### src/macu_pkg.sv
// Package for the multiply-accumulate unit with carry select.
// Assumes a single core clock; register bus is a plain strobe port.
package macu_pkg;
    // Register indices on the plain register port
    localparam logic [3:0] MACU_OFF_CTRL  = 4'h0; // Multiplier control
    localparam logic [3:0] MACU_OFF_MULTIPLICAND_BITS  = 4'h1; // Multiplicand / pointer
    localparam logic [3:0] MACU_OFF_PLOW  = 4'h2; // Product bits 7:0
    localparam logic [3:0] MACU_OFF_PMID  = 4'h3; // Product bits 15:8
    localparam logic [3:0] MACU_OFF_PHIGH = 4'h4; // Product bits 23:16
    localparam logic [3:0] MACU_OFF_OPT   = 4'h5; // Display/option control
    localparam logic [3:0] MACU_OFF_LADDR = 4'h6; // Legacy RAM address
    localparam logic [3:0] MACU_OFF_RAMW  = 4'h7; // Data RAM window
    // Control register fields
    localparam int MACU_CTRL_INS  = 7; // Carry include select, write only
    localparam int MACU_CTRL_INDIRECT_POINTER_ENABLE = 5; // Indirect pointer enable
    localparam int MACU_CTRL_PLUS = 4; // Auto-increment enable
    // Option register fields
    localparam int MACU_OPT_VSEL = 6;  // Version select
    localparam int MACU_OPT_PHO  = 5;  // Phase clock out select
    localparam int MACU_OPT_ONE  = 4;  // Bit that reads as written
    // Reset values
    localparam logic [7:0] MACU_RST_BYTE = 8'h00;
    localparam logic [7:0] MACU_OPT_RST  = 8'h10;
    // Mode field top bits
    localparam logic [1:0] MACU_MODE_PLAIN = 2'b00;
    localparam logic [1:0] MACU_MODE_ADD   = 2'b10;
    localparam logic [1:0] MACU_MODE_SUB   = 2'b11;
    // Phase clock divider half period in core cycles
    localparam int MACU_PH_HALF = 1;
    // ALU operations
    typedef enum logic [1:0] {
        MACU_ALU_ADD = 2'b00,
        MACU_ALU_SUB = 2'b01,
        MACU_ALU_NOP = 2'b10
    } macu_alu_op_t;
endpackage : macu_pkg

### src/macu_op_if.sv
// Interface carrying multiplier operands and result between modules.
// Assumes both ends share core_clk.
`timescale 1ns/1ns
interface macu_op_if;
    logic [7:0]  xOp;      // Accumulator operand
    logic [7:0]  yOp;      // Multiplicand operand
    logic [3:0]  mode;     // Multiply mode field
    logic [23:0] acc;      // Current accumulated value
    logic [23:0] result;   // Next accumulated value
    logic        modeOk;   // Mode is defined
    modport core (output xOp, yOp, mode, acc, input result, modeOk);
    modport mult (input xOp, yOp, mode, acc, output result, modeOk);
endinterface : macu_op_if

### src/macu_unit.sv
// Multiply-accumulate unit with carry-select ALU and data RAM pointer.
// Assumes the core drives register strobes one cycle long, synchronous.
`timescale 1ns/1ns
// Function
// - Carry used only with version select set
// - Subtract is operand minus accumulator
// - Add includes carry when both selects set
// - Subtract removes inverted carry when selected
// - Product of accumulator and multiplicand, 24 bits
// - Low result byte is product bits 7:0
// - Middle result byte is bits 15:8
// - Version zero: multiplicand, pointer only on indirect steps, resets zero
// - Version one: multiplicand is also RAM address
// - Access auto-advance only with version one
// - Window read returns byte then advances
// - Indirect step accumulates RAM byte, advances pointer
// - Phase clock on port C pin zero, version one only
// - Mode field picks plain, add, subtract
// - High result byte is bits 23:16
// - Indirect pointer increments by one per step
// - Carry include select is write only
module macu_unit
    import macu_pkg::*;
#(
    parameter int RAM_AW = 8               // Data RAM address width
)(
    input  wire logic              core_clk,
    input  wire logic              arst_n,
    input  wire logic              clkEn,
    input  wire logic [3:0]        regAddr,
    input  wire logic [7:0]        regWdata,
    input  wire logic              regWr,
    input  wire logic              regRd,
    output logic      [7:0]        regRdata,
    input  wire logic [7:0]        accIn,
    input  wire logic              mulStep,
    input  wire logic              aluGo,
    input  wire logic              aluSub,
    input  wire logic [7:0]        aluOperand,
    input  wire logic              carryFlag,
    output logic      [7:0]        aluResult,
    output logic                   aluCarry,
    output logic      [RAM_AW-1:0] ramAddr,
    output logic                   ramWe,
    output logic      [7:0]        ramWdata,
    input  wire logic [7:0]        ramRdata,
    output logic                   pcPin0Out,
    output logic                   pcPin0Sel
);
    // Register state
    logic [7:0]  ctrl;          // Control, bit 7 stored but hidden
    logic [7:0]  multiplicand_bits;          // Multiplicand or pointer
    logic [7:0]  legacyAddr;    // Address register for version zero
    logic [23:0] acc;           // Product accumulator
    logic [7:0]  opt;           // Display and option control
    logic        phase;         // Phase clock divider output
    logic        rdPend;        // Read data cycle marker
    logic [7:0]  rdData;        // Registered read data

    macu_op_if op ();
    macu_mult u_mult (.op(op));

    // Decoded option and control bits
    wire version_select   = opt[MACU_OPT_VSEL];
    wire phoSel   = opt[MACU_OPT_PHO];
    wire insSel   = ctrl[MACU_CTRL_INS];
    wire plusEn   = ctrl[MACU_CTRL_PLUS];
    wire indrEn   = ctrl[MACU_CTRL_INDIRECT_POINTER_ENABLE];

    // Address decoding
    wire selCtrl  = (regAddr == MACU_OFF_CTRL);
    wire selMuly  = (regAddr == MACU_OFF_MULTIPLICAND_BITS);
    wire selLow   = (regAddr == MACU_OFF_PLOW);
    wire selMid   = (regAddr == MACU_OFF_PMID);
    wire selHigh  = (regAddr == MACU_OFF_PHIGH);
    wire selOpt   = (regAddr == MACU_OFF_OPT);
    wire selLaddr = (regAddr == MACU_OFF_LADDR);
    wire selRam   = (regAddr == MACU_OFF_RAMW);

    // Data RAM address source follows version select; an indirect step
    // in version zero still fetches Y through the multiplicand pointer
    wire       yAddrSel = version_select | (indrEn & mulStep);
    wire [7:0] ramPtr   = yAddrSel ? multiplicand_bits : legacyAddr;
    assign ramAddr  = ramPtr[RAM_AW-1:0];
    assign ramWe    = clkEn & regWr & selRam;
    assign ramWdata = regWdata;

    // Indirect mode fetches Y through the RAM window
    wire       indirect = indrEn;
    wire [7:0] yVal     = indirect ? ramRdata : multiplicand_bits;
    wire       ptrStep  = mulStep & indrEn & plusEn;
    wire       winAcc   = (regWr | regRd) & selRam;
    wire       winStep  = winAcc & version_select;

    assign op.xOp  = accIn;
    assign op.yOp  = yVal;
    assign op.mode = ctrl[3:0];
    assign op.acc  = acc;

    // ALU with carry gated by version select
    wire useCarry = version_select & insSel;
    macu_alu_op_t aluOp;
    assign aluOp = !aluGo ? MACU_ALU_NOP :
                   aluSub ? MACU_ALU_SUB : MACU_ALU_ADD;
    macu_alu u_alu (
        .accVal   (accIn),
        .operand  (aluOperand),
        .aluOp    (aluOp),
        .carryIn  (carryFlag),
        .useCarry (useCarry),
        .aluOut   (aluResult),
        .carryOut (aluCarry)
    );

    // Read multiplexer; carry include bit reads as zero
    wire [7:0] rdMux =
        selCtrl  ? {1'b0, ctrl[6:0]} :
        selMuly  ? multiplicand_bits :
        selLow   ? acc[7:0] :
        selMid   ? acc[15:8] :
        selHigh  ? acc[23:16] :
        selOpt   ? opt :
        selLaddr ? legacyAddr :
        selRam   ? ramRdata : MACU_RST_BYTE;

    // Next multiplicand / pointer value
    wire [7:0] next_multiplicand_bits =
        (regWr & selMuly) ? regWdata :
        (ptrStep | winStep) ? multiplicand_bits + 8'h01 : multiplicand_bits;

    // Next accumulator value
    wire [23:0] next_acc =
        (regWr & selLow)  ? {acc[23:8], regWdata} :
        (regWr & selMid)  ? {acc[23:16], regWdata, acc[7:0]} :
        (regWr & selHigh) ? {regWdata, acc[15:0]} :
        (mulStep & op.modeOk) ? op.result : acc;

    // Control and option registers
    always_ff @(posedge core_clk or negedge arst_n) begin
        if (!arst_n) begin
            ctrl <= MACU_RST_BYTE;
            opt  <= MACU_OPT_RST;
        end else if (clkEn) begin
            if (regWr && selCtrl) begin
                ctrl <= regWdata & 8'hBF;
            end
            if (regWr && selOpt) begin
                opt <= regWdata;
            end
        end
    end

    // Multiplicand, legacy address and accumulator
    always_ff @(posedge core_clk or negedge arst_n) begin
        if (!arst_n) begin
            multiplicand_bits       <= MACU_RST_BYTE;
            legacyAddr <= MACU_RST_BYTE;
            acc        <= '0;
        end else if (clkEn) begin
            multiplicand_bits <= next_multiplicand_bits;
            acc  <= next_acc;
            if (regWr && selLaddr) begin
                legacyAddr <= regWdata;
            end
        end
    end

    // Read data held for the cycle after the strobe
    always_ff @(posedge core_clk or negedge arst_n) begin
        if (!arst_n) begin
            rdData <= MACU_RST_BYTE;
            rdPend <= 1'b0;
        end else if (clkEn) begin
            rdPend <= regRd;
            rdData <= regRd ? rdMux : MACU_RST_BYTE;
        end
    end
    assign regRdata = rdData;

    // Phase clock: core clock divided by two
    always_ff @(posedge core_clk or negedge arst_n) begin
        if (!arst_n) begin
            phase <= 1'b0;
        end else if (clkEn) begin
            phase <= ~phase;
        end
    end
    assign pcPin0Sel = phoSel & version_select;
    assign pcPin0Out = pcPin0Sel & phase;
endmodule : macu_unit

### src/macu_mult.sv
// Combinational 8x8 signed/unsigned multiply with accumulate.
// Assumes operands are stable while the core samples the result.
`timescale 1ns/1ns
module macu_mult
    import macu_pkg::*;
(
    macu_op_if.mult op
);
    wire        xSigned = ~op.mode[1];       // Low bits pick signedness
    wire        ySigned = ~op.mode[0];
    wire [23:0] xExt    = {{16{xSigned & op.xOp[7]}}, op.xOp};
    wire [23:0] yExt    = {{16{ySigned & op.yOp[7]}}, op.yOp};
    wire [47:0] prodW   = xExt * yExt;
    wire [23:0] prod    = prodW[23:0];       // 24-bit product
    wire [1:0]  top     = op.mode[3:2];

    // Mode selection of plain, add and subtract forms
    assign op.modeOk = (top != 2'b01);
    assign op.result = (top == MACU_MODE_ADD) ? op.acc + prod :
                       (top == MACU_MODE_SUB) ? op.acc - prod :
                       (top == MACU_MODE_PLAIN) ? prod : op.acc;
endmodule : macu_mult

### src/macu_alu.sv
// Add/subtract datapath with optional carry in.
// Assumes carry flag is supplied by the core status register.
`timescale 1ns/1ns
module macu_alu
    import macu_pkg::*;
(
    input  wire logic [7:0]   accVal,
    input  wire logic [7:0]   operand,
    input  wire macu_alu_op_t aluOp,
    input  wire logic         carryIn,
    input  wire logic         useCarry,
    output logic      [7:0]   aluOut,
    output logic              carryOut
);
    wire [8:0] cin   = {8'h00, useCarry & carryIn};
    wire [8:0] bor   = {8'h00, useCarry & ~carryIn};
    wire [8:0] sum   = {1'b0, accVal} + {1'b0, operand} + cin;
    wire [8:0] diff  = {1'b0, operand} - {1'b0, accVal} - bor;
    // Carry flag: add carry out, subtract no-borrow
    assign aluOut   = (aluOp == MACU_ALU_SUB) ? diff[7:0] : sum[7:0];
    assign carryOut = (aluOp == MACU_ALU_SUB) ? ~diff[8] : sum[8];
endmodule : macu_alu

### config.mk
export PLATFORM = sky130hd
export DESIGN_NAME = macu_unit
export DESIGN_NICKNAME = d
export VERILOG_FILES = /design/src/macu_pkg.sv /design/src/macu_op_if.sv /design/src/macu_unit.sv /design/src/macu_mult.sv /design/src/macu_alu.sv
export SDC_FILE = /design/constraint.sdc
export NUM_CORES = 1
export LEC_CHECK = 0
export BUFFER_PORTS_ARGS = -buffer_cell sky130_fd_sc_hd__buf_2
export CAP_MARGIN = 30
export CORE_MARGIN = 5
export CORE_UTILIZATION = 55
export CTS_CLUSTER_DIAMETER = 50
export CTS_CLUSTER_SIZE = 40
export DETAILED_ROUTE_END_ITERATION = 10
export PLACE_DENSITY = 0.74
export SLEW_MARGIN = 20
export SYNTH_ARGS = -nofsm -noshare
export SYNTH_HDL_FRONTEND = slang
export SYNTH_SLANG_ARGS = --single-unit
export TNS_END_PERCENT = 20
### constraint.sdc
create_clock -name core_clk -period 20.5 [get_ports core_clk]
set_clock_uncertainty 0.15 [all_clocks]
set_input_delay 4.1 -clock core_clk [delete_from_list [all_inputs] [get_ports core_clk]]
set_output_delay 4.1 -clock core_clk [all_outputs]
set_load 0.005 [all_outputs]
==> impl_metrics.yaml <==
detailed_routing:
  via_per_inst: 5.97
  drt_pass1_iterations: 6
  wl_per_cell_um: 18.1
  routed.top_layer: "met4"
  drt_iter0_markers: 648
  met2_length_mm: 12.9
  antenna_left: 0
  via_count: 8842
  wl_met3_mm: 1.83
  wl_met1_mm: 11.4
  drc: 0
  wl_mm: 26.8
floorplan:
  rows: 49
  die_height_um: 146
  initial_utilization: 0.561
  io_pins: 81
  dieArea_um2: 21300
  core_um2: 18100
  chipWidth_um: 146
sta:
  clock.fmax_mhz: 85.6
  period_minus_slack_ns: 11.68
  relSlewSlack: 0.395
  finalHoldViolations: 0
  rsz0062_at_grt: "false"
  report.final.slew_viol_count: 0
  setup_viol: 0
  tightestPinTransition_ns: 0.908
  setup_tns_ns: 0
  min_period_over_period: 0.570
final_layout:
  post_route_cells_drive_above_1_share: 0.136
  final_common_cell: "inv_1"
  n_antenna_cell: 0
  layout_common_cells: "inv_1 (156), ha_1 (105), nor2_1 (99), a21oi_1 (99), nand2_1 (84)"
  area_growth_pct: 6.58
  nNetsFinal: 1475
clock_network:
  cts_resized: 0
  htreeDepth: 3
  hold_buffers: 0
  tritoncts: "done"
  clockBufferDepth: 2
  cts_num_sinks: 64
  cts_setup_buffers: 0
  root_buffer: "clkbuf_16"
  clock_latency_ns: 0.33
  cts.clk_slew.worst_paths_ns: 0.05
  cts_buffers: 9
hold_path:
  worstHoldStart: "phase$_DFFE_PN0P_"
  hp-class: "reg -> reg"
  min_path_cells: 1
flow_run:
  cap_violations: 0
global_routing:
  grt_start_max_net_pins: 62
  grt_pass1_vias: 8769
  grt_pass1_wl_mm: 44.3
  antenna_found_initial: 0
  overflow: 0
  gr-usage-all-layers: 0.251
worst_setup_path:
  cp-start-kind: "input pin"
  cpMostUsedCell: "fa_1"
  end_kind: "register"
  r2r_start: "ctrl[5]$_DFFE_PN0P_"
  critPathMaxStageDelay_ns: 0.56
  crit_path_start: "accIn[7]"
  critical_path_class: "in -> reg"
  cp.arrival_ns: 11.75
  crit_required_ns: 20.57
  worst_path_max_delay_cell: "fa_1"
  reg2reg_depth: 29
  path_max_fanout: 13
logic_synthesis:
  synth-seq-area-share: 0.158
  syn_area_um2: 10200
  synthFlopType: "dfrtp_1"
  ys_seq_elements: 64
  yosys_warnings: 0
  netlist-cell-type-count: 75
  synthArstFlopShare: 1.00
  synth-edff-count: 0
  synth_nets: 1435
  synth_cells: 1208
  syn_avg_cell_area_um2: 8.41
placement:
  globalplace.congestion: 0.934
  place_hpwl_mm: 21.3
  portBuffers: 80
outcome:
  status: "complete, no violations"
-- cells in the mapped netlist, types with 12 or more instances --
master / n / area (µm²)
fa_1: 77 / 1540
xnor2_1: 36 / 315
and2_1: 19 / 119
o21ai_0: 52 / 260
xor2_1: 14 / 123
nor2b_1: 22 / 138
nand2_1: 84 / 315
inv_1: 156 / 586
a21oi_1: 99 / 495
nand2b_1: 15 / 93.8
nor3_1: 23 / 115
and3_1: 12 / 75.1
o21bai_1: 14 / 105
ha_1: 105 / 1310
mux2_2: 42 / 473
or3_1: 15 / 93.8
dfrtp_1: 63 / 1580
nand3_1: 21 / 105
mux2i_1: 18 / 180
clkbuf_1: 36 / 135
nor2_1: 99 / 372
a22oi_1: 19 / 143
-- area by class of cell --
class,instances,area (µm²)
clock inverters,4,22.5
clock buffers,11,233
well taps,229,287
fillers,1613,7260
repair buffers,89,468
multi-input cells,927,7610
inverters,157,594
flip-flops and latches,64,1600
-- critical path: cells and delay by family --
| kind | cells | cell delay (ns) |
|---|---|---|
| adders and majority gates | 7 | 3.28 |
| and+or+nand+nor | 7 | 1.56 |
| AOI/OAI and AO/OA | 7 | 1.52 |
| buffers and inverters | 5 | 0.46 |
| muxes | 2 | 0.44 |
| xor gates and xnor gates | 1 | 0.39 |
-- stage by stage --
step	util	instances	hold slack [ns]	setup WS (ns)	area, µm²
after floorplan	-	1208	0.281	9.13	10200
after global placement	0.582	1461	0.296	8.06	10500
after detailed placement	0.583	1462	0.303	7.71	10500
after CTS	0.597	1477	0.313	8.06	10800
after global routing	0.598	1481	0.328	8.31	10800
final	0.598	1481	0.312	8.82	10800
-- logic make-up after synthesis --
family	after synthesis	synth area share
and+or+nand+nor	327	0.152
AOI/OAI and AO/OA	302	0.198
muxes	66	0.0754
buffers and inverters	217	0.0922
DFF	64	0.158
adders and majority gates	182	0.281
xor gates and xnor gates	50	0.0431
-- registers in the layout, summed over array words and instances, names as in the netlist --
name and flops:
acc 24, ctrl 7, legacyAddr 8, multiplicand_bits 8, opt 8, phase 1
regRdata 8
-- per-layer routing --
metal / vias to the layer above / global-route usage
met4: 0 / 0.0760
met1: 4221 / 0.335
li1: 4236 / -
met2: 328 / 0.424
met5: - / 0
met3: 57 / 0.0358
-- path summary, 6_finish.rpt --
path,end,slack (ns)
setup / recovery,acc[23]$_DFFE_PN0P_,8.82
hold / removal,phase$_DFFE_PN0P_,0.31
setup reg to reg,acc[23]$_DFFE_PN0P_,11.97
hold reg to reg,phase$_DFFE_PN0P_,0.31
max in group asynchronous,acc[8]$_DFFE_PN0P_,15.80
min in group asynchronous,acc[22]$_DFFE_PN0P_,3.41
Power is not shown: default switching activity piles up to over one toggle a cycle in this logic, so the estimate is an artifact.
